**src/core/bbl_regs.svh**
```systemverilog
`ifndef BBL_REGS_SVH
`define BBL_REGS_SVH
// register indices; the byte address on the bus is four times the index
`define BBL_IDX_L1_THR 8'h2c
`define BBL_IDX_L1_HOLD 8'h2d
`define BBL_IDX_L0_DWELL 8'h2e
`define BBL_IDX_L0_ATK 8'h2f
`define BBL_IDX_L0_RLS 8'h30
`define BBL_IDX_L0_THR 8'h31
`define BBL_IDX_CTRL 8'h38
`define BBL_IDX_STAT 8'h39
// reset values
`define BBL_RST_L1_THR 8'h40
`define BBL_RST_L1_HOLD 8'h20
`define BBL_RST_L0_DWELL 8'h02
`define BBL_RST_L0_ATK 8'h06
`define BBL_RST_L0_RLS 8'h3e
`define BBL_RST_L0_THR 8'h37
// writable bits, reserved bits read zero
`define BBL_MASK_L1_HOLD 8'hf0
`define BBL_MASK_STEP_REG 8'hfe
`define BBL_MASK_FULL 8'hff
// field positions
`define BBL_RATE_LSB 5
`define BBL_STEP_LSB 1
`define BBL_DIS1_BIT 4
`define BBL_SRC_BIT 0
`define BBL_HLDCLR_BIT 1
// threshold decode, millivolts
`define BBL_BAT_BASE_MV 16'h0a8c
`define BBL_HV_BASE_MV 16'h157c
`define BBL_THR_STEP_MV 16'h0032
`define BBL_BAT_MAX_CODE 8'h38
// gain steps in units of 0.0001 dB
`define BBL_STEP_FINE 19'h0_0271
`define BBL_STEP_BASE 19'h0_1388
`define BBL_STEP_INC 19'h0_0f76
`define BBL_STEP_TOP 19'h0_ea60
`define BBL_DB_UNIT 19'h0_2710
// timing
`define BBL_CLK_PERIOD_NS 25
`define BBL_TICK_NS 2500
`define BBL_TICK_CYC (`BBL_TICK_NS / `BBL_CLK_PERIOD_NS)
`define BBL_MS_NS 1000000
`define BBL_MS_TICKS (`BBL_MS_NS / `BBL_TICK_NS)
`define BBL_HOLD_INF 3'h7
`endif

```
**src/core/bbl_pkg.sv**
```systemverilog
`default_nettype none
package bbl_pkg;
  // limiter sequence, gray coded along idle-dwell-attack-hold-release
  typedef enum logic [2:0]
  {
    st_idle = 3'h0,
    st_dwell = 3'h1,
    st_attack = 3'h3,
    st_hold = 3'h2,
    st_release = 3'h6
  } bbl_state_e;

  typedef logic [18:0] bbl_atten_t;

  typedef struct packed
  {
    logic [7:0] thr1;
    logic [2:0] hold1;
    logic dis1;
    logic [2:0] dwell0;
    logic [3:0] atk_step0;
    logic [2:0] atk_rate0;
    logic [3:0] rls_step0;
    logic [2:0] rls_rate0;
    logic [4:0] max_att0;
    logic [7:0] thr0;
    logic src;
  } bbl_cfg_s;
endpackage : bbl_pkg
`default_nettype wire

```
**src/core/bbl_tick_div.sv**
```systemverilog
`default_nettype none
`include "bbl_regs.svh"
module bbl_tick_div #(
  parameter int TICK_CYC = `BBL_TICK_CYC,
  parameter int MS_TICKS = `BBL_MS_TICKS
) (
  input wire logic mclk,
  input wire logic reset,
  output logic tick_fine,
  output logic tick_ms
);
  logic [11:0] pre;
  logic [11:0] next_pre;
  logic [11:0] ms_cnt;
  logic [11:0] next_ms_cnt;
  logic next_tick_fine;
  logic next_tick_ms;

  // two cascaded dividers keep each counter small
  always_comb
  begin
    next_pre = pre + 12'h001;
    next_ms_cnt = ms_cnt;
    next_tick_fine = 1'b0;
    next_tick_ms = 1'b0;
    if (pre == 12'(TICK_CYC - 1))
    begin
      next_pre = 12'h000;
      next_tick_fine = 1'b1;
      next_ms_cnt = ms_cnt + 12'h001;
      if (ms_cnt == 12'(MS_TICKS - 1))
      begin
        next_ms_cnt = 12'h000;
        next_tick_ms = 1'b1;
      end
    end
  end

  always_ff @(posedge mclk)
  begin
    if (reset)
    begin
      pre <= 12'h000;
      ms_cnt <= 12'h000;
      tick_fine <= 1'b0;
      tick_ms <= 1'b0;
    end
    else
    begin
      pre <= next_pre;
      ms_cnt <= next_ms_cnt;
      tick_fine <= next_tick_fine;
      tick_ms <= next_tick_ms;
    end
  end
endmodule : bbl_tick_div
`default_nettype wire

```
**src/core/bbl_interval_timer.sv**
```systemverilog
`default_nettype none
module bbl_interval_timer #(
  parameter int W = 12
) (
  input wire logic mclk,
  input wire logic reset,
  input wire logic start,
  input wire logic tick,
  input wire logic [W-1:0] count,
  output logic done
);
  logic [W-1:0] cnt;
  logic [W-1:0] next_cnt;
  logic armed;
  logic next_armed;

  // a zero count finishes one cycle after the load
  always_comb
  begin
    next_cnt = cnt;
    next_armed = armed;
    if (start)
    begin
      next_cnt = count;
      next_armed = 1'b1;
    end
    else if (armed && tick && cnt != '0)
      next_cnt = cnt - W'(1);
  end

  always_ff @(posedge mclk)
  begin
    if (reset)
    begin
      cnt <= '0;
      armed <= 1'b0;
    end
    else
    begin
      cnt <= next_cnt;
      armed <= next_armed;
    end
  end

  // done reads registered state only, so a caller may restart from it without a loop
  assign done = armed && cnt == '0;
endmodule : bbl_interval_timer
`default_nettype wire

```
**src/core/bbl_limiter.sv**
```systemverilog
// Chosen here: the APB interface to the registers.
`default_nettype none
`include "bbl_regs.svh"
module bbl_limiter #(
  parameter int AW = 10
) (
  input wire logic mclk,
  input wire logic reset,
  input wire logic psel,
  input wire logic penable,
  input wire logic pwrite,
  input wire logic [AW-1:0] paddr,
  input wire logic [31:0] pwdata,
  output logic [31:0] prdata,
  output logic pready,
  output logic pslverr,
  input wire logic [15:0] battery_supply_mv,
  input wire logic [15:0] high_voltage_supply_mv,
  output logic [18:0] gain_reduction,
  output logic limiting_active
);
  localparam int NREG = 6;
  localparam logic [7:0] RST_V [NREG] = '{`BBL_RST_L1_THR, `BBL_RST_L1_HOLD, `BBL_RST_L0_DWELL,
    `BBL_RST_L0_ATK, `BBL_RST_L0_RLS, `BBL_RST_L0_THR};
  localparam logic [7:0] MASK_V [NREG] = '{`BBL_MASK_FULL, `BBL_MASK_L1_HOLD, `BBL_MASK_STEP_REG,
    `BBL_MASK_STEP_REG, `BBL_MASK_FULL, `BBL_MASK_FULL};

  logic [7:0] cfg_q [NREG];
  logic [7:0] next_cfg_q [NREG];
  logic src;
  logic next_src;
  logic hold_clear;
  logic next_hold_clear;
  logic [31:0] next_prdata;
  logic next_pready;
  logic next_pslverr;
  logic [7:0] idx;
  logic wr_en;
  logic access;
  bbl_pkg::bbl_cfg_s cfg;
  bbl_pkg::bbl_state_e state;
  bbl_pkg::bbl_state_e next_state;
  bbl_pkg::bbl_atten_t atten;
  bbl_pkg::bbl_atten_t next_atten;
  bbl_pkg::bbl_atten_t max_lim;
  bbl_pkg::bbl_atten_t atk_amt;
  bbl_pkg::bbl_atten_t rls_amt;
  logic next_limiting;
  logic below;
  logic next_below;
  logic [15:0] sup_mv;
  logic [15:0] thr1_mv;
  logic [15:0] thr0_mv;
  logic tick_fine;
  logic tick_ms;
  logic tmr_start;
  logic tmr_tick;
  logic tmr_done;
  logic [11:0] tmr_count;

  // threshold code to millivolts for the monitored supply
  function automatic logic [15:0] thr_mv(input logic [7:0] code, input logic hv);
    logic [7:0] c;
    c = code;
    if (!hv && code > `BBL_BAT_MAX_CODE)
      c = `BBL_BAT_MAX_CODE; // reserved codes act as the top one
    if (hv)
      thr_mv = `BBL_HV_BASE_MV + 16'(`BBL_THR_STEP_MV * 16'(c));
    else
      thr_mv = `BBL_BAT_BASE_MV + 16'(`BBL_THR_STEP_MV * 16'(c));
  endfunction : thr_mv

  // gain step: fine first code, then a constant increment, capped at 6 dB
  function automatic bbl_pkg::bbl_atten_t step_amt(input logic [3:0] c);
    if (c == 4'h0)
      step_amt = `BBL_STEP_FINE;
    else if (c == 4'hf)
      step_amt = `BBL_STEP_TOP;
    else
      step_amt = `BBL_STEP_BASE + 19'(`BBL_STEP_INC * 19'(c - 4'h1));
  endfunction : step_amt

  // interval for the state about to run; dwell/attack in 2.5 us ticks, hold/release in ms
  function automatic logic [11:0] interval(input bbl_pkg::bbl_state_e s, input bbl_pkg::bbl_cfg_s k);
    interval = 12'h000;
    case (s)
      bbl_pkg::st_dwell:
      begin
        case (k.dwell0)
          3'h0: interval = 12'h000;
          3'h1: interval = 12'h028;
          3'h2: interval = 12'h064;
          3'h3: interval = 12'h0c8;
          3'h4: interval = 12'h190;
          3'h5: interval = 12'h320;
          3'h6: interval = 12'h640;
          default: interval = 12'hc80;
        endcase
      end
      bbl_pkg::st_attack:
      begin
        case (k.atk_rate0)
          3'h0: interval = 12'h001;
          3'h1: interval = 12'h002;
          3'h2: interval = 12'h004;
          3'h3: interval = 12'h00a;
          3'h4: interval = 12'h014;
          3'h5: interval = 12'h028;
          3'h6: interval = 12'h064;
          default: interval = 12'h0c8;
        endcase
      end
      bbl_pkg::st_hold:
      begin
        case (k.hold1)
          3'h0: interval = 12'h000;
          3'h1: interval = 12'h00a;
          3'h2: interval = 12'h064;
          3'h3: interval = 12'h0fa;
          3'h4: interval = 12'h1f4;
          3'h5: interval = 12'h3e8;
          default: interval = 12'h7d0;
        endcase
      end
      default:
      begin
        case (k.rls_rate0)
          3'h0: interval = 12'h005;
          3'h1: interval = 12'h00a;
          3'h2: interval = 12'h019;
          3'h3: interval = 12'h032;
          3'h4: interval = 12'h064;
          3'h5: interval = 12'h0fa;
          3'h6: interval = 12'h1f4;
          default: interval = 12'h3e8;
        endcase
      end
    endcase
  endfunction : interval

  // bus decode; a write lands only at the edge that completes the access
  assign idx = paddr[AW-1:2];
  assign access = psel && penable && !pready;
  assign wr_en = psel && penable && pready && pwrite;

  // field view of the stored bytes
  always_comb
  begin
    cfg.thr1 = cfg_q[0];
    cfg.hold1 = cfg_q[1][`BBL_RATE_LSB +: 3];
    cfg.dis1 = cfg_q[1][`BBL_DIS1_BIT];
    cfg.dwell0 = cfg_q[2][`BBL_RATE_LSB +: 3];
    cfg.atk_step0 = cfg_q[2][`BBL_STEP_LSB +: 4];
    cfg.atk_rate0 = cfg_q[3][`BBL_RATE_LSB +: 3];
    cfg.rls_step0 = cfg_q[3][`BBL_STEP_LSB +: 4];
    cfg.rls_rate0 = cfg_q[4][`BBL_RATE_LSB +: 3];
    cfg.max_att0 = cfg_q[4][4:0];
    cfg.thr0 = cfg_q[5];
    cfg.src = src;
  end

  // register writes; reserved bits stay zero, hold clear is a one-cycle pulse
  always_comb
  begin
    for (int i = 0; i < NREG; i++)
    begin
      next_cfg_q[i] = cfg_q[i];
      if (wr_en && paddr[1:0] == 2'h0 && idx == 8'(`BBL_IDX_L1_THR + i))
        next_cfg_q[i] = pwdata[7:0] & MASK_V[i];
    end
    next_src = src;
    next_hold_clear = 1'b0;
    if (wr_en && paddr[1:0] == 2'h0 && idx == `BBL_IDX_CTRL)
    begin
      next_src = pwdata[`BBL_SRC_BIT];
      next_hold_clear = pwdata[`BBL_HLDCLR_BIT];
    end
  end

  // read data and the answer, one wait cycle per access
  always_comb
  begin
    next_pready = access;
    next_pslverr = 1'b0;
    next_prdata = 32'h0000_0000;
    if (!access)
      next_prdata = 32'h0000_0000;
    else if (paddr[1:0] != 2'h0)
      next_pslverr = 1'b1;
    else if (idx >= `BBL_IDX_L1_THR && idx <= `BBL_IDX_L0_THR)
      next_prdata = {24'h00_0000, cfg_q[3'(idx - `BBL_IDX_L1_THR)]};
    else if (idx == `BBL_IDX_CTRL)
      next_prdata = {31'h0000_0000, src};
    else if (idx == `BBL_IDX_STAT)
      next_prdata = {9'h000, state, below, atten};
    else
      next_pslverr = 1'b1;
  end

  always_ff @(posedge mclk)
  begin
    if (reset)
    begin
      for (int i = 0; i < NREG; i++)
        cfg_q[i] <= RST_V[i];
      src <= 1'b0;
      hold_clear <= 1'b0;
      prdata <= 32'h0000_0000;
      pready <= 1'b0;
      pslverr <= 1'b0;
    end
    else
    begin
      cfg_q <= next_cfg_q;
      src <= next_src;
      hold_clear <= next_hold_clear;
      prdata <= next_prdata;
      pready <= next_pready;
      pslverr <= next_pslverr;
    end
  end

  // supply comparison; level 1 only counts while enabled
  assign sup_mv = src ? high_voltage_supply_mv : battery_supply_mv;
  assign thr1_mv = thr_mv(cfg.thr1, src);
  assign thr0_mv = thr_mv(cfg.thr0, src);
  assign next_below = (sup_mv < thr0_mv) || (!cfg.dis1 && sup_mv < thr1_mv);
  assign max_lim = 19'(`BBL_DB_UNIT * 19'(cfg.max_att0));
  assign atk_amt = step_amt(cfg.atk_step0);
  assign rls_amt = step_amt(cfg.rls_step0);

  bbl_tick_div i_bbl_tick_div (
    .mclk(mclk),
    .reset(reset),
    .tick_fine(tick_fine),
    .tick_ms(tick_ms)
  );

  // one shared timer: its unit follows the running state
  assign tmr_tick = (state == bbl_pkg::st_hold || state == bbl_pkg::st_release) ? tick_ms : tick_fine;
  assign tmr_count = interval(next_state, cfg);

  bbl_interval_timer #(.W(12)) i_bbl_interval_timer (
    .mclk(mclk),
    .reset(reset),
    .start(tmr_start),
    .tick(tmr_tick),
    .count(tmr_count),
    .done(tmr_done)
  );

  // limiter sequence; the timer restarts on every state change and every step
  always_comb
  begin
    next_state = state;
    next_atten = atten;
    tmr_start = 1'b0;
    case (state)
      bbl_pkg::st_idle:
        if (below)
          next_state = bbl_pkg::st_dwell;
      bbl_pkg::st_dwell:
        if (!below)
          next_state = bbl_pkg::st_idle;
        else if (tmr_done)
          next_state = bbl_pkg::st_attack;
      bbl_pkg::st_attack:
        if (!below)
          next_state = bbl_pkg::st_hold;
        else if (tmr_done)
        begin
          tmr_start = 1'b1;
          next_atten = atten + atk_amt;
        end
      bbl_pkg::st_hold:
        if (below)
          next_state = bbl_pkg::st_attack;
        else if (cfg.hold1 == `BBL_HOLD_INF)
        begin
          if (hold_clear)
            next_state = bbl_pkg::st_release;
        end
        else if (tmr_done)
          next_state = bbl_pkg::st_release;
      bbl_pkg::st_release:
        if (below)
          next_state = bbl_pkg::st_attack;
        else if (tmr_done)
        begin
          tmr_start = 1'b1;
          next_atten = (atten > rls_amt) ? atten - rls_amt : 19'h0_0000;
          if (atten <= rls_amt)
            next_state = bbl_pkg::st_idle;
        end
      default:
        next_state = bbl_pkg::st_idle;
    endcase
    // clamp every cycle, so lowering the limit takes hold at once
    if (next_atten > max_lim)
      next_atten = max_lim;
    if (next_state != state)
      tmr_start = 1'b1;
    next_limiting = next_state != bbl_pkg::st_idle;
  end

  always_ff @(posedge mclk)
  begin
    if (reset)
    begin
      state <= bbl_pkg::st_idle;
      atten <= 19'h0_0000;
      below <= 1'b0;
      gain_reduction <= 19'h0_0000;
      limiting_active <= 1'b0;
    end
    else
    begin
      state <= next_state;
      atten <= next_atten;
      below <= next_below;
      gain_reduction <= next_atten;
      limiting_active <= next_limiting;
    end
  end

  thr_top_hv_a: assert property (@(posedge mclk) disable iff (reset)
    src && cfg.thr1 == 8'hff |-> thr1_mv == 16'h474a)
    else $error("level 1 top code not 18.25 V");
  thr_bat_cap_a: assert property (@(posedge mclk) disable iff (reset)
    !src && cfg.thr0 >= 8'h38 |-> thr0_mv == 16'h157c)
    else $error("level 0 battery code not capped at 5.5 V");
  hold_inf_a: assert property (@(posedge mclk) disable iff (reset)
    state == bbl_pkg::st_hold && cfg.hold1 == 3'h7 && !hold_clear && !below |=> state == bbl_pkg::st_hold)
    else $error("infinite hold left without hold clear");
  lvl1_off_a: assert property (@(posedge mclk) disable iff (reset)
    cfg.dis1 && sup_mv >= thr0_mv |=> !below)
    else $error("disabled level 1 still triggers");
  dwell_zero_a: assert property (@(posedge mclk) disable iff (reset)
    state == bbl_pkg::st_dwell && cfg.dwell0 == 3'h0 && below |=> state == bbl_pkg::st_attack)
    else $error("zero dwell did not attack at once");
  attack_step_a: assert property (@(posedge mclk) disable iff (reset)
    state == bbl_pkg::st_attack && below && tmr_done |=> atten > $past(atten) || atten == $past(max_lim))
    else $error("attack step did not lower gain");
  release_step_a: assert property (@(posedge mclk) disable iff (reset)
    state == bbl_pkg::st_release && !below && tmr_done |=> atten < $past(atten) || atten == 19'h0_0000)
    else $error("release step did not restore gain");
  max_atten_a: assert property (@(posedge mclk) disable iff (reset)
    !$past(reset) |-> atten <= $past(max_lim))
    else $error("attenuation beyond limit");
  idle_zero_a: assert property (@(posedge mclk) disable iff (reset)
    state == bbl_pkg::st_idle |-> atten == 19'h0_0000 && gain_reduction == 19'h0_0000)
    else $error("idle with gain reduced");
  apb_answer_a: assert property (@(posedge mclk) disable iff (reset)
    psel && penable && !pready |=> pready ##1 !pready)
    else $error("bus answer not one cycle after access");
endmodule : bbl_limiter
`default_nettype wire

```
**config.mk**
```make
export PLATFORM = sky130hd
export DESIGN_NAME = bbl_limiter
export DESIGN_NICKNAME = d
export VERILOG_FILES = /design/src/core/bbl_pkg.sv /design/src/core/bbl_tick_div.sv /design/src/core/bbl_interval_timer.sv /design/src/core/bbl_limiter.sv
export VERILOG_INCLUDE_DIRS = /design/src /design/src/core
export SDC_FILE = /design/constraint.sdc
export NUM_CORES = 1
export LEC_CHECK = 0
export BUFFER_PORTS_ARGS = -buffer_cell sky130_fd_sc_hd__buf_2
export CAP_MARGIN = 10
export CORE_MARGIN = 2
export CORE_UTILIZATION = 63
export DETAILED_ROUTE_END_ITERATION = 8
export GPL_TIMING_DRIVEN = 0
export PLACE_DENSITY = 0.92
export SYNTH_ARGS = -nofsm -noshare
export SYNTH_HDL_FRONTEND = slang
export SYNTH_SLANG_ARGS = --single-unit
```
**constraint.sdc**
```tcl
create_clock -name mclk -period 14.15 [get_ports mclk]
set_input_delay 2.1225 -clock mclk [delete_from_list [all_inputs] [get_ports mclk]]
set_output_delay 2.1225 -clock mclk [all_outputs]
set_load 0.01 [all_outputs]
```
==> metrics.yaml, run 1 <==
num_antenna_cells: 0
final_util: 0.705
post_cts_buffers: 0
vias: 15025
worstPathArrival_ns: 12.34
final_hold_viol_count: 0
grt_overflow_total: 0
outcome: "finished, violations left"
synthXorXnorAreaFrac: 0.0831
final_common_cell: "ha_1"
fp-row-count: 58
fillers: 1964
worstRegToRegCells: 42
maxCapViolations: 0
synth_seq_cells: 132
syn-instance-count: 1979
synthFlopType: "dfxtp_1"
register_area_mm2: 0.00264
clk_pin_slew_ns: 0.07
reg2reg_slack_ns: 2.08
syn_avg_cell_area_um2: 8.26
wl_per_cell_um: 18.0
synth_top_family_by_area: "adder cells"
holdCritPathClass: "flop to flop"
drt_iter0_drc: 1321
final_layout_size_suffix_gt1_frac: 0.102
ir_worst_vdd_mv: 0.0896
muxShareOfSynthArea: 0.0534
path_class: "flop to flop"
multi_input_area_mm2: 0.0126
critPathRequiredTime_ns: 14.42
fmax_mhz: 82.9
critical_path.most_common_cell: "ha_1"
end_kind: "flop"
h-tree-depth: 4
totalNegativeSetupSlack_ns: 0
netlist_area_mm2: 0.0163
final_antenna_net_count: 0
synth_compound_area_frac: 0.181
worstPathMaxFanout: 13
grt_pass1_vias: 15078
worst_slack_ns: 2.08
yosysUniqueCellTypes: 91
antenna_found_initial: 0
initial_core_util: 0.645
dp_slack_ns: 2.45
dieHeight_um: 165
viasPerCell: 6.14
finalWirelength_um: 44100
violations: "design-rule violations"
drc: 3
cp_slowest_cell: "nor3_2"
area_growth_pct: 9.21
numClockSinks: 132
synth_warnings: 0
skew_ns: 0.0118
yosys.area_share.adder: 0.285
synth_edf_count: 0
finalNetCount: 2516
grt_pass1_wl_um: 72500
r2r_end: "atten[8]"
cts_tree: "yes"
leakage_uw: 0.00893
drv_slew: 0
worst_slew_pin_slew_ns: 1.05
grt_start_max_net_pins: 18
cts_resized: 0
cts-root-buf: "clkbuf_16"
hold_path_depth: 1
async_flop_share: 0
core_area_mm2: 0.0253
io_buffer_count: 97
drt-pass1-iter-count: 9
slowest_delay_ns: 0.79
worstHoldStart: "pready"
hold_end: "pready"
track_usage: 0.332
insertion_delay_ns: 0.43
slew_headroom: 0.297
layout_common_cells: "ha_1, inv_1, nor2_1, dfxtp_1, a21oi_1"
die_area_mm2: 0.0272
critPathLaunchType: "flop"
rr_startpoint: "cfg[17]"
dp_hpwl_um: 35500
die_x_um: 165
io_pins: 133
pwr_density_cell_mw_per_mm2: 49.7
grt_setup_unrepaired: "no"
period_share: 0.853
ctsHoldBuffers: 0
ys_seq_area_frac: 0.162
synth_simple_gate_area_frac: 0.168
fin_crit_ns: 12.07
clock_path_buffers: 2
setup_viol: 0
numCtsBuffers: 17
gp_congestion: 0.990
-- worst max-delay path, delay by kind of cell, from the launching register on --
kind | cells | cell delay (ns)
compound gates | 17 | 4.28
fa+ha+maj | 9 | 3.87
simple gates | 7 | 1.71
buf+inv | 7 | 1.36
xor+xnor | 2 | 0.36
flops | 1 | 0.31
-- cell usage after synthesis, types with 23 or more instances --
cell type / number / share of area
o21ai_0: 97 / 0.030
nand2b_1: 29 / 0.011
inv_1: 218 / 0.050
a21oi_1: 129 / 0.040
nand3_1: 56 / 0.017
mux2i_1: 58 / 0.036
and2_1: 27 / 0.010
a21o_1: 36 / 0.017
xor2_1: 74 / 0.040
ha_1: 270 / 0.21
fa_1: 64 / 0.078
xnor2_1: 81 / 0.043
nor3_1: 40 / 0.012
nand2_1: 128 / 0.029
nor2_1: 142 / 0.033
clkbuf_1: 43 / 0.0099
nor2b_1: 23 / 0.0088
dfxtp_1: 132 / 0.16
-- state kept, by name, summed over array words and instances (netlist names), named ones only --
name and flops:
i_bbl_tick_div.ms_cnt 12, cfg 42, prdata 23, below 1
pslverr 1, i_bbl_tick_div.tick_ms 1, pready 1, atten 18
src 1, limiting_active 1, i_bbl_interval_timer.armed 1, hold_clear 1
i_bbl_tick_div.tick_fine 1, state 3, i_bbl_tick_div.pre 12, i_bbl_interval_timer.cnt 12
-- logic make-up after synthesis --
group | count (synthesis)
AO/OA/AOI/OAI | 446
buffers and inverters | 282
other | 1
XOR/XNOR | 155
multiplexers | 80
AND/OR/NAND/NOR | 549
adder cells (fa/ha/maj) | 334
flip-flops | 132
-- power by group --
group	total [uW]	internal [uW]	switching (uW)
Combinational	72.3	28.8	43.6
Sequential	381	376	4.71
Clock	434	247	187
-- cell type report --
type	instances	share of cell area
multi-input cells	1573	0.707
flip-flops and latches	132	0.148
clock buffers	17	0.0238
inverters	221	0.0465
clock inverters	15	0.00820
plain buffers	61	0.0161
well taps	330	0.0231
repair buffers	97	0.0272
-- per-stage QoR --
step	hold WS, ns	instances	power [uW]	area, um^2
finish	0.468	2446	887	17800
detailed placement	0.463	2414	459	17300
global route	0.513	2446	911	17800
global placement	0.459	2414	457	17300
CTS	0.472	2446	885	17800
floorplan	0.447	1987	434	16400
-- worst max path at each step --
stage                  from   endpoint  slack [ns]  cells past startpoint
floorplan           cfg[17]  atten[10]        4.02                     42
global placement    cfg[17]  atten[12]        2.11                     43
detailed placement  cfg[17]  atten[16]        2.45                     42
CTS                 cfg[17]   atten[8]        2.33                     42
global route        cfg[17]  atten[10]        1.29                     40
finish              cfg[17]   atten[8]        2.08                     42
-- routing by layer --
layer / up-vias / part of all wire / track usage
met4: 0 / 0.054 / 0.174
li1: 7181 / - / -
met3: 159 / 0.066 / 0.0512
met2: 621 / 0.48 / 0.579
met1: 7064 / 0.40 / 0.393
met5: - / 0 / 0
(Power assumes the default switching activity.)
==> inputs of run 2 (changes only) <==
--- a/config.mk
+++ b/config.mk
@@ -12,7 +12,7 @@
 export CORE_UTILIZATION = 63
 export DETAILED_ROUTE_END_ITERATION = 8
 export GPL_TIMING_DRIVEN = 0
-export PLACE_DENSITY = 0.92
+export PLACE_DENSITY = 0.86
 export SYNTH_ARGS = -nofsm -noshare
 export SYNTH_HDL_FRONTEND = slang
 export SYNTH_SLANG_ARGS = --single-unit
==> run 2 against run 1 <==
Against the previous run:
- the flow now finishes without violations
- worst setup slack lost 0.0022 ns
- sequential power barely moved
- combinational power about the same
- register-to-register slack hardly changed
- count of clock-buffer cells in the layout is 2 higher
- cell area grew 0.12%
- sequential share of layout area about the same
==> metrics.yaml, run 2 (synthesized netlist as in run 1, its figures left out) <==
numClockSinks: 132  # unchanged
post_cts_buffers: 0  # unchanged
grt_overflow_total: 0  # unchanged
path_class: "flop to flop"
vias: 14804  # -1.5%
antenna_found_initial: 1  # +1
worstSetupEndpoint: "atten[8]"
fp-row-count: 58  # unchanged
slowest_delay_ns: 0.74  # -0.05 ns
final_common_cell: "ha_1"
fin_cells: 2446  # unchanged
outcome: "finished clean"
drt_iter0_drc: 1377  # +4.2%
layout_common_cells: "ha_1, inv_1, nor2_1, dfxtp_1, a21oi_1"
p_comb_frac: 0.080  # -0.002
final_hold_viol_count: 0  # unchanged
totalNegativeSetupSlack_ns: 0  # unchanged
placed_area_mm2: 0.0173  # unchanged
cts-root-buf: "clkbuf_16"
p_seq_frac: 0.422  # -0.007
pwr_density_cell_mw_per_mm2: 50.5  # +1.6%
initial_core_util: 0.645  # unchanged
h-tree-depth: 4  # unchanged
num_antenna_cells: 0  # unchanged
drt-pass1-iter-count: 6  # -3
slew_headroom: 0.290  # -0.00718
grt_start_max_net_pins: 18  # unchanged
drv_slew: 0  # unchanged
numCtsBuffers: 17  # unchanged
cts_resized: 0  # unchanged
grt_setup_unrepaired: "no"
die_x_um: 165  # unchanged
p_sw_frac: 0.265  # -0.000285
track_usage: 0.326  # -0.00539
total_power_uw: 902  # +1.7%
dpl.cell_count: 2414  # unchanged
critPathLaunchType: "flop"
critPathRequiredTime_ns: 14.43  # about the same
maxCapViolations: 0  # unchanged
grt_pass1_vias: 14625  # -3.0%
cp_slowest_cell: "nor3_2"
dieHeight_um: 165  # unchanged
finalWirelength_um: 43400  # -1.6%
power.internal_uw: 663  # +1.8%
cts_tree: "yes"
largest_register_ffs: 42  # unchanged
ctsHoldBuffers: 0  # unchanged
gp_congestion: 0.994  # +0.36%
fmax_mhz: 82.9  # about the same
dp_hpwl_um: 34700  # -2.2%
final_antenna_net_count: 0  # unchanged
wl_per_cell_um: 17.8  # -1.6%
power_frac_clock: 0.498  # +0.009
drc: 0  # -3
final_util: 0.706  # +0.000840
fin_crit_ns: 12.07  # +0.00221 ns
end_kind: "flop"
setup_viol: 0  # unchanged
final_layout_size_suffix_gt1_frac: 0.102  # unchanged
worstPathMaxFanout: 13  # unchanged
period_share: 0.853  # about the same
area_growth_pct: 9.34
reg2reg_slack_ns: 2.08  # about the same
insertion_delay_ns: 0.43  # about the same
r2r_end: "atten[8]"
viasPerCell: 6.05  # -1.5%
holdCritPathClass: "flop to flop"
grt_pass1_wl_um: 71400  # -1.5%
finalNetCount: 2516  # unchanged
cp-startpoint: "cfg[17]"
io_buffer_count: 97  # unchanged
p_switching_uw: 239  # +1.6%
skew_ns: 0.0128  # +0.00103 ns
core_area_mm2: 0.0253  # unchanged
ir_worst_vdd_mv: 0.0751  # -16%
worst_slew_pin_slew_ns: 1.06  # +0.00909 ns
fin_area_mm2: 0.0179  # +0.12%
io_pins: 133  # unchanged
rr_startpoint: "cfg[17]"
die_area_mm2: 0.0272  # unchanged
leakage_uw: 0.00894  # +0.13%
clk_pin_slew_ns: 0.06  # about the same
clock_path_buffers: 2  # unchanged
worstPathArrival_ns: 12.34  # about the same
worstRegToRegCells: 42  # unchanged
critical_path.most_common_cell: "ha_1"
-- run 2: power groups by stage --
stage	combinational, uW	sequential (uW)	clock (uW)
global route	78.3	381	465
detailed placement	69.7	389	0
finish	72.0	381	449
CTS	70.5	381	450
global placement	68.2	389	0
floorplan	46.1	388	0
-- run 2: area by class of cell --
cell class                 instances  area (um^2)
clock buffer                      19          453
clock inverter                    13          140
inverter                         221          830
fill                            1985         7460
multi-input combinational       1573        12600
sequential                       132         2640
tap                              330          413
timing repair buffer              97          485
buffer                            61          288
-- run 2: worst max-delay path, delay by kind of cell (launching register included) --
kind                     cells  cell delay, ns
buffers and inverters        7            1.36
AO/OA/AOI/OAI               17            4.28
flip-flops                   1            0.31
XOR/XNOR                     2            0.39
AND/OR/NAND/NOR              7            1.72
adder cells (fa/ha/maj)      9            3.84
-- run 2: per-stage QoR --
step	worst slack, ns	hold slack, ns
finish	2.08	0.479
global route	1.19	0.502
CTS	2.17	0.480
detailed placement	2.24	0.474
global placement	1.89	0.460
floorplan	4.02	0.447
-- run 2: worst min path at each step --
stage | start | endpoint | depth (start not counted)
after floorplan | i_bbl_interval_timer.armed | i_bbl_interval_timer.armed | 2
after global placement | pready | pready | 1
final | i_bbl_interval_timer.armed | i_bbl_interval_timer.armed | 2
after detailed placement | i_bbl_interval_timer.armed | i_bbl_interval_timer.armed | 2
after CTS | i_bbl_interval_timer.armed | i_bbl_interval_timer.armed | 2
after global routing | i_bbl_interval_timer.armed | i_bbl_interval_timer.armed | 2
-- run 2: routing by layer --
layer	vias to the layer above	GRT usage	routed length, um
li1	7182	-	-
met1	6964	0.405	18400
met2	517	0.569	20900
met3	141	0.0390	2260
met4	0	0.146	1910
met5	-	0	0
==> inputs of run 3 (changes only) <==
--- a/config.mk
+++ b/config.mk
@@ -6,13 +6,15 @@
 export SDC_FILE = /design/constraint.sdc
 export NUM_CORES = 1
 export LEC_CHECK = 0
+export ABC_AREA = 1
 export BUFFER_PORTS_ARGS = -buffer_cell sky130_fd_sc_hd__buf_2
 export CAP_MARGIN = 10
 export CORE_MARGIN = 2
-export CORE_UTILIZATION = 63
+export CORE_UTILIZATION = 50
 export DETAILED_ROUTE_END_ITERATION = 8
+export GPL_ROUTABILITY_DRIVEN = 1
 export GPL_TIMING_DRIVEN = 0
-export PLACE_DENSITY = 0.86
+export PLACE_DENSITY = 0.71
 export SYNTH_ARGS = -nofsm -noshare
 export SYNTH_HDL_FRONTEND = slang
 export SYNTH_SLANG_ARGS = --single-unit
==> run 3 against run 2 <==
Against the previous run:
- synthesized area rose by 4.8%
- core utilization fell by 15 points
- via count up 13%
- count of clock-buffer cells in the layout shrank 1
- global-route usage is 5.9 points lower
- largest cell class unchanged
- combinational power up 26%
- clock skew increased by 0.0055 ns
- worst hold slack lost 0.019 ns
- final cell count is 27% higher
- fmax is 14% higher
==> metrics.yaml, run 3 <==
outcome: "finished clean"
area_growth_pct: 9.61
finalWirelength_um: 48100  # +11%
numClockSinks: 132  # unchanged
fp-row-count: 67  # +16%
leakage_uw: 0.00997  # +11%
numCtsBuffers: 17  # unchanged
final_layout_size_suffix_gt1_frac: 0.0751  # -0.0265
dp_slack_ns: 3.73  # +1.48 ns
async_flop_share: 0  # unchanged
worst_slack_ns: 3.58  # +1.50 ns
die_x_um: 189  # +15%
worst_slew_pin_slew_ns: 0.971  # -0.0842 ns
ys_seq_area_frac: 0.154  # -0.00739
ctsHoldBuffers: 0  # unchanged
ir_worst_vdd_mv: 0.0889  # +18%
fin_crit_ns: 10.57  # -1.50 ns
grt_pass1_vias: 15612  # +6.7%
io_pins: 133  # unchanged
cts-root-buf: "clkbuf_16"
vias: 16737  # +13%
cts_resized: 0  # unchanged
hold_ws_ns: 0.460  # -0.0193 ns
die_area_mm2: 0.0358  # +31%
gp_congestion: 0.970  # -2.4%
h-tree-depth: 4  # unchanged
grt_overflow_total: 0  # unchanged
track_usage: 0.268  # -0.0585
clk_pin_slew_ns: 0.07  # about the same
netlist_area_mm2: 0.0171  # +4.8%
dp_hpwl_um: 40000  # +15%
core_area_mm2: 0.0336  # +33%
initial_core_util: 0.510  # -0.136
grt_start_max_net_pins: 17  # -1
dieHeight_um: 189  # +15%
setup_viol: 0  # unchanged
holdCritPathClass: "flop to flop"
period_share: 0.747  # -0.106
synth_largest_area_cell: "ha_1"
synth_warnings: 0  # unchanged
finalNetCount: 3051  # +21%
critical_path.most_common_cell: "nand2_1"
synth.top_cell.area_share: 0.197  # -0.00945
slowest_delay_ns: 0.56  # -0.18 ns
drc: 0  # unchanged
drv_slew: 0  # unchanged
worstPathArrival_ns: 10.92  # -1.42 ns
pwr_density_cell_mw_per_mm2: 48.5  # -4.0%
end_kind: "flop"
final_antenna_net_count: 0  # unchanged
final_common_cell: "nand2_1"
maxCapViolations: 0  # unchanged
synthTopCellsByArea: "ha_1, dfxtp_1, nand2_1"
insertion_delay_ns: 0.45  # +0.02 ns
path_class: "flop to flop"
fin_area_mm2: 0.0188  # +5.1%
drt_iter0_drc: 1320  # -4.1%
totalNegativeSetupSlack_ns: 0  # unchanged
slew_headroom: 0.352  # +0.0627
drt-pass1-iter-count: 6  # unchanged
wl_per_cell_um: 15.5  # -13%
critPathRequiredTime_ns: 14.50  # +0.07 ns
clock_path_buffers: 2  # unchanged
synth_seq_cells: 132  # unchanged
synth.most_common_cell: "nand2_1"
syn-instance-count: 2517  # +27%
final_hold_viol_count: 0  # unchanged
largest_register_ffs: 42  # unchanged
synth_edf_count: 0  # unchanged
layout_common_cells: "nand2_1, inv_1, ha_1, nor2_1, a21oi_1"
critPathLaunchType: "flop"
viasPerCell: 5.40  # -11%
cts_tree: "yes"
syn_avg_cell_area_um2: 6.80  # -18%
io_buffer_count: 93  # -4.1%
grt_setup_unrepaired: "no"
placed_area_mm2: 0.0182  # +5.3%
yosysUniqueCellTypes: 61  # -33%
worstPathMaxFanout: 10  # -3
skew_ns: 0.0183  # +0.00552 ns
post_cts_buffers: 0  # unchanged
antenna_found_initial: 1  # unchanged
grt_pass1_wl_um: 77400  # +8.3%
fillers: 3369  # +70%
synth_common_cells: "nand2_1, inv_1, ha_1, nor2_1, a21oi_1"
cp_slowest_cell: "xnor2_1"
fmax_mhz: 94.6  # +14%
synthFlopType: "dfxtp_1"
-- run 3: changes by cell type after synthesis, sizes merged, moves of 27 or more --
| cell | change |
|---|---|
| nand2b | -29 |
| inv | +225 |
| nand2 | +373 |
| mux2i | -57 |
| and2 | -27 |
| nand3 | +71 |
| o21ai | +40 |
| a21oi | +67 |
| xnor2 | -29 |
| nor2 | +75 |
-- run 3: layout make-up --
class	count	area, um^2	area share
Tap cell	448	561	0.0299
Clock inverter	14	133	0.00706
Antenna cell	1	2.50	0.000133
Multi-Input combinational cell	1891	12600	0.670
Sequential cell	132	2640	0.141
Clock buffer	18	439	0.0234
Inverter	449	1690	0.0900
Buffer	53	255	0.0136
Timing Repair Buffer	94	477	0.0254
-- run 3: path summary, 6_finish.rpt --
kind	start	endpoint	slack, ns	cells past startpoint
max reg2reg	cfg[17]	flop	3.58	51
min	i_bbl_tick_div.pre[0]	i_bbl_tick_div.pre[0]	0.46	1
min reg2reg	i_bbl_tick_div.pre[0]	i_bbl_tick_div.pre[0]	0.46	1
max	cfg[17]	flop	3.58	51
-- run 3: cell families (layout without fill, tap and decap cells) --
family | count (synthesis) | in the layout | share of synthesized area
adder cells (fa/ha/maj) | 334 | 334 | 0.272
buffers and inverters | 502 | 628 | 0.114
flip-flops | 132 | 132 | 0.154
AND/OR/NAND/NOR | 951 | 951 | 0.239
AO/OA/AOI/OAI | 480 | 480 | 0.161
multiplexers | 1 | 1 | 0.000584
XOR/XNOR | 116 | 116 | 0.0593
other | 1 | 10 | 0.000219
-- run 3: stage by stage --
stage                     cells  utilization  power (uW)
after floorplan            2525            -         451
after global placement     3066        0.541         476
after detailed placement   3067        0.541         479
after CTS                  3099        0.558         914
after global routing       3100        0.558         941
final                      3100        0.558         911
-- run 3: routing by layer --
layer,routed length [um],global-route usage,vias up
met2,21600,0.441,544
met5,0,0,-
met3,3370,0.0471,84
li1,-,-,8499
met1,21900,0.358,7610
met4,1220,0.0790,0
-- run 3: report_power, final --
group | leakage (uW) | total (uW) | switching [uW] | internal (uW)
clock | 0.000278 | 439 | 202 | 237
sequential | 0.00107 | 381 | 4.96 | 376
combinational | 0.00862 | 90.6 | 58.9 | 31.7
-- run 3: worst max-delay path: cells and delay by family (launching register included) --
family | cells | cell delay, ns
and+or+nand+nor | 19 | 2.07
xor gates and xnor gates | 2 | 0.85
buffers and inverters | 10 | 1.39
DFF | 1 | 0.49
AOI/OAI and AO/OA | 11 | 2.06
adders and majority gates | 9 | 3.56
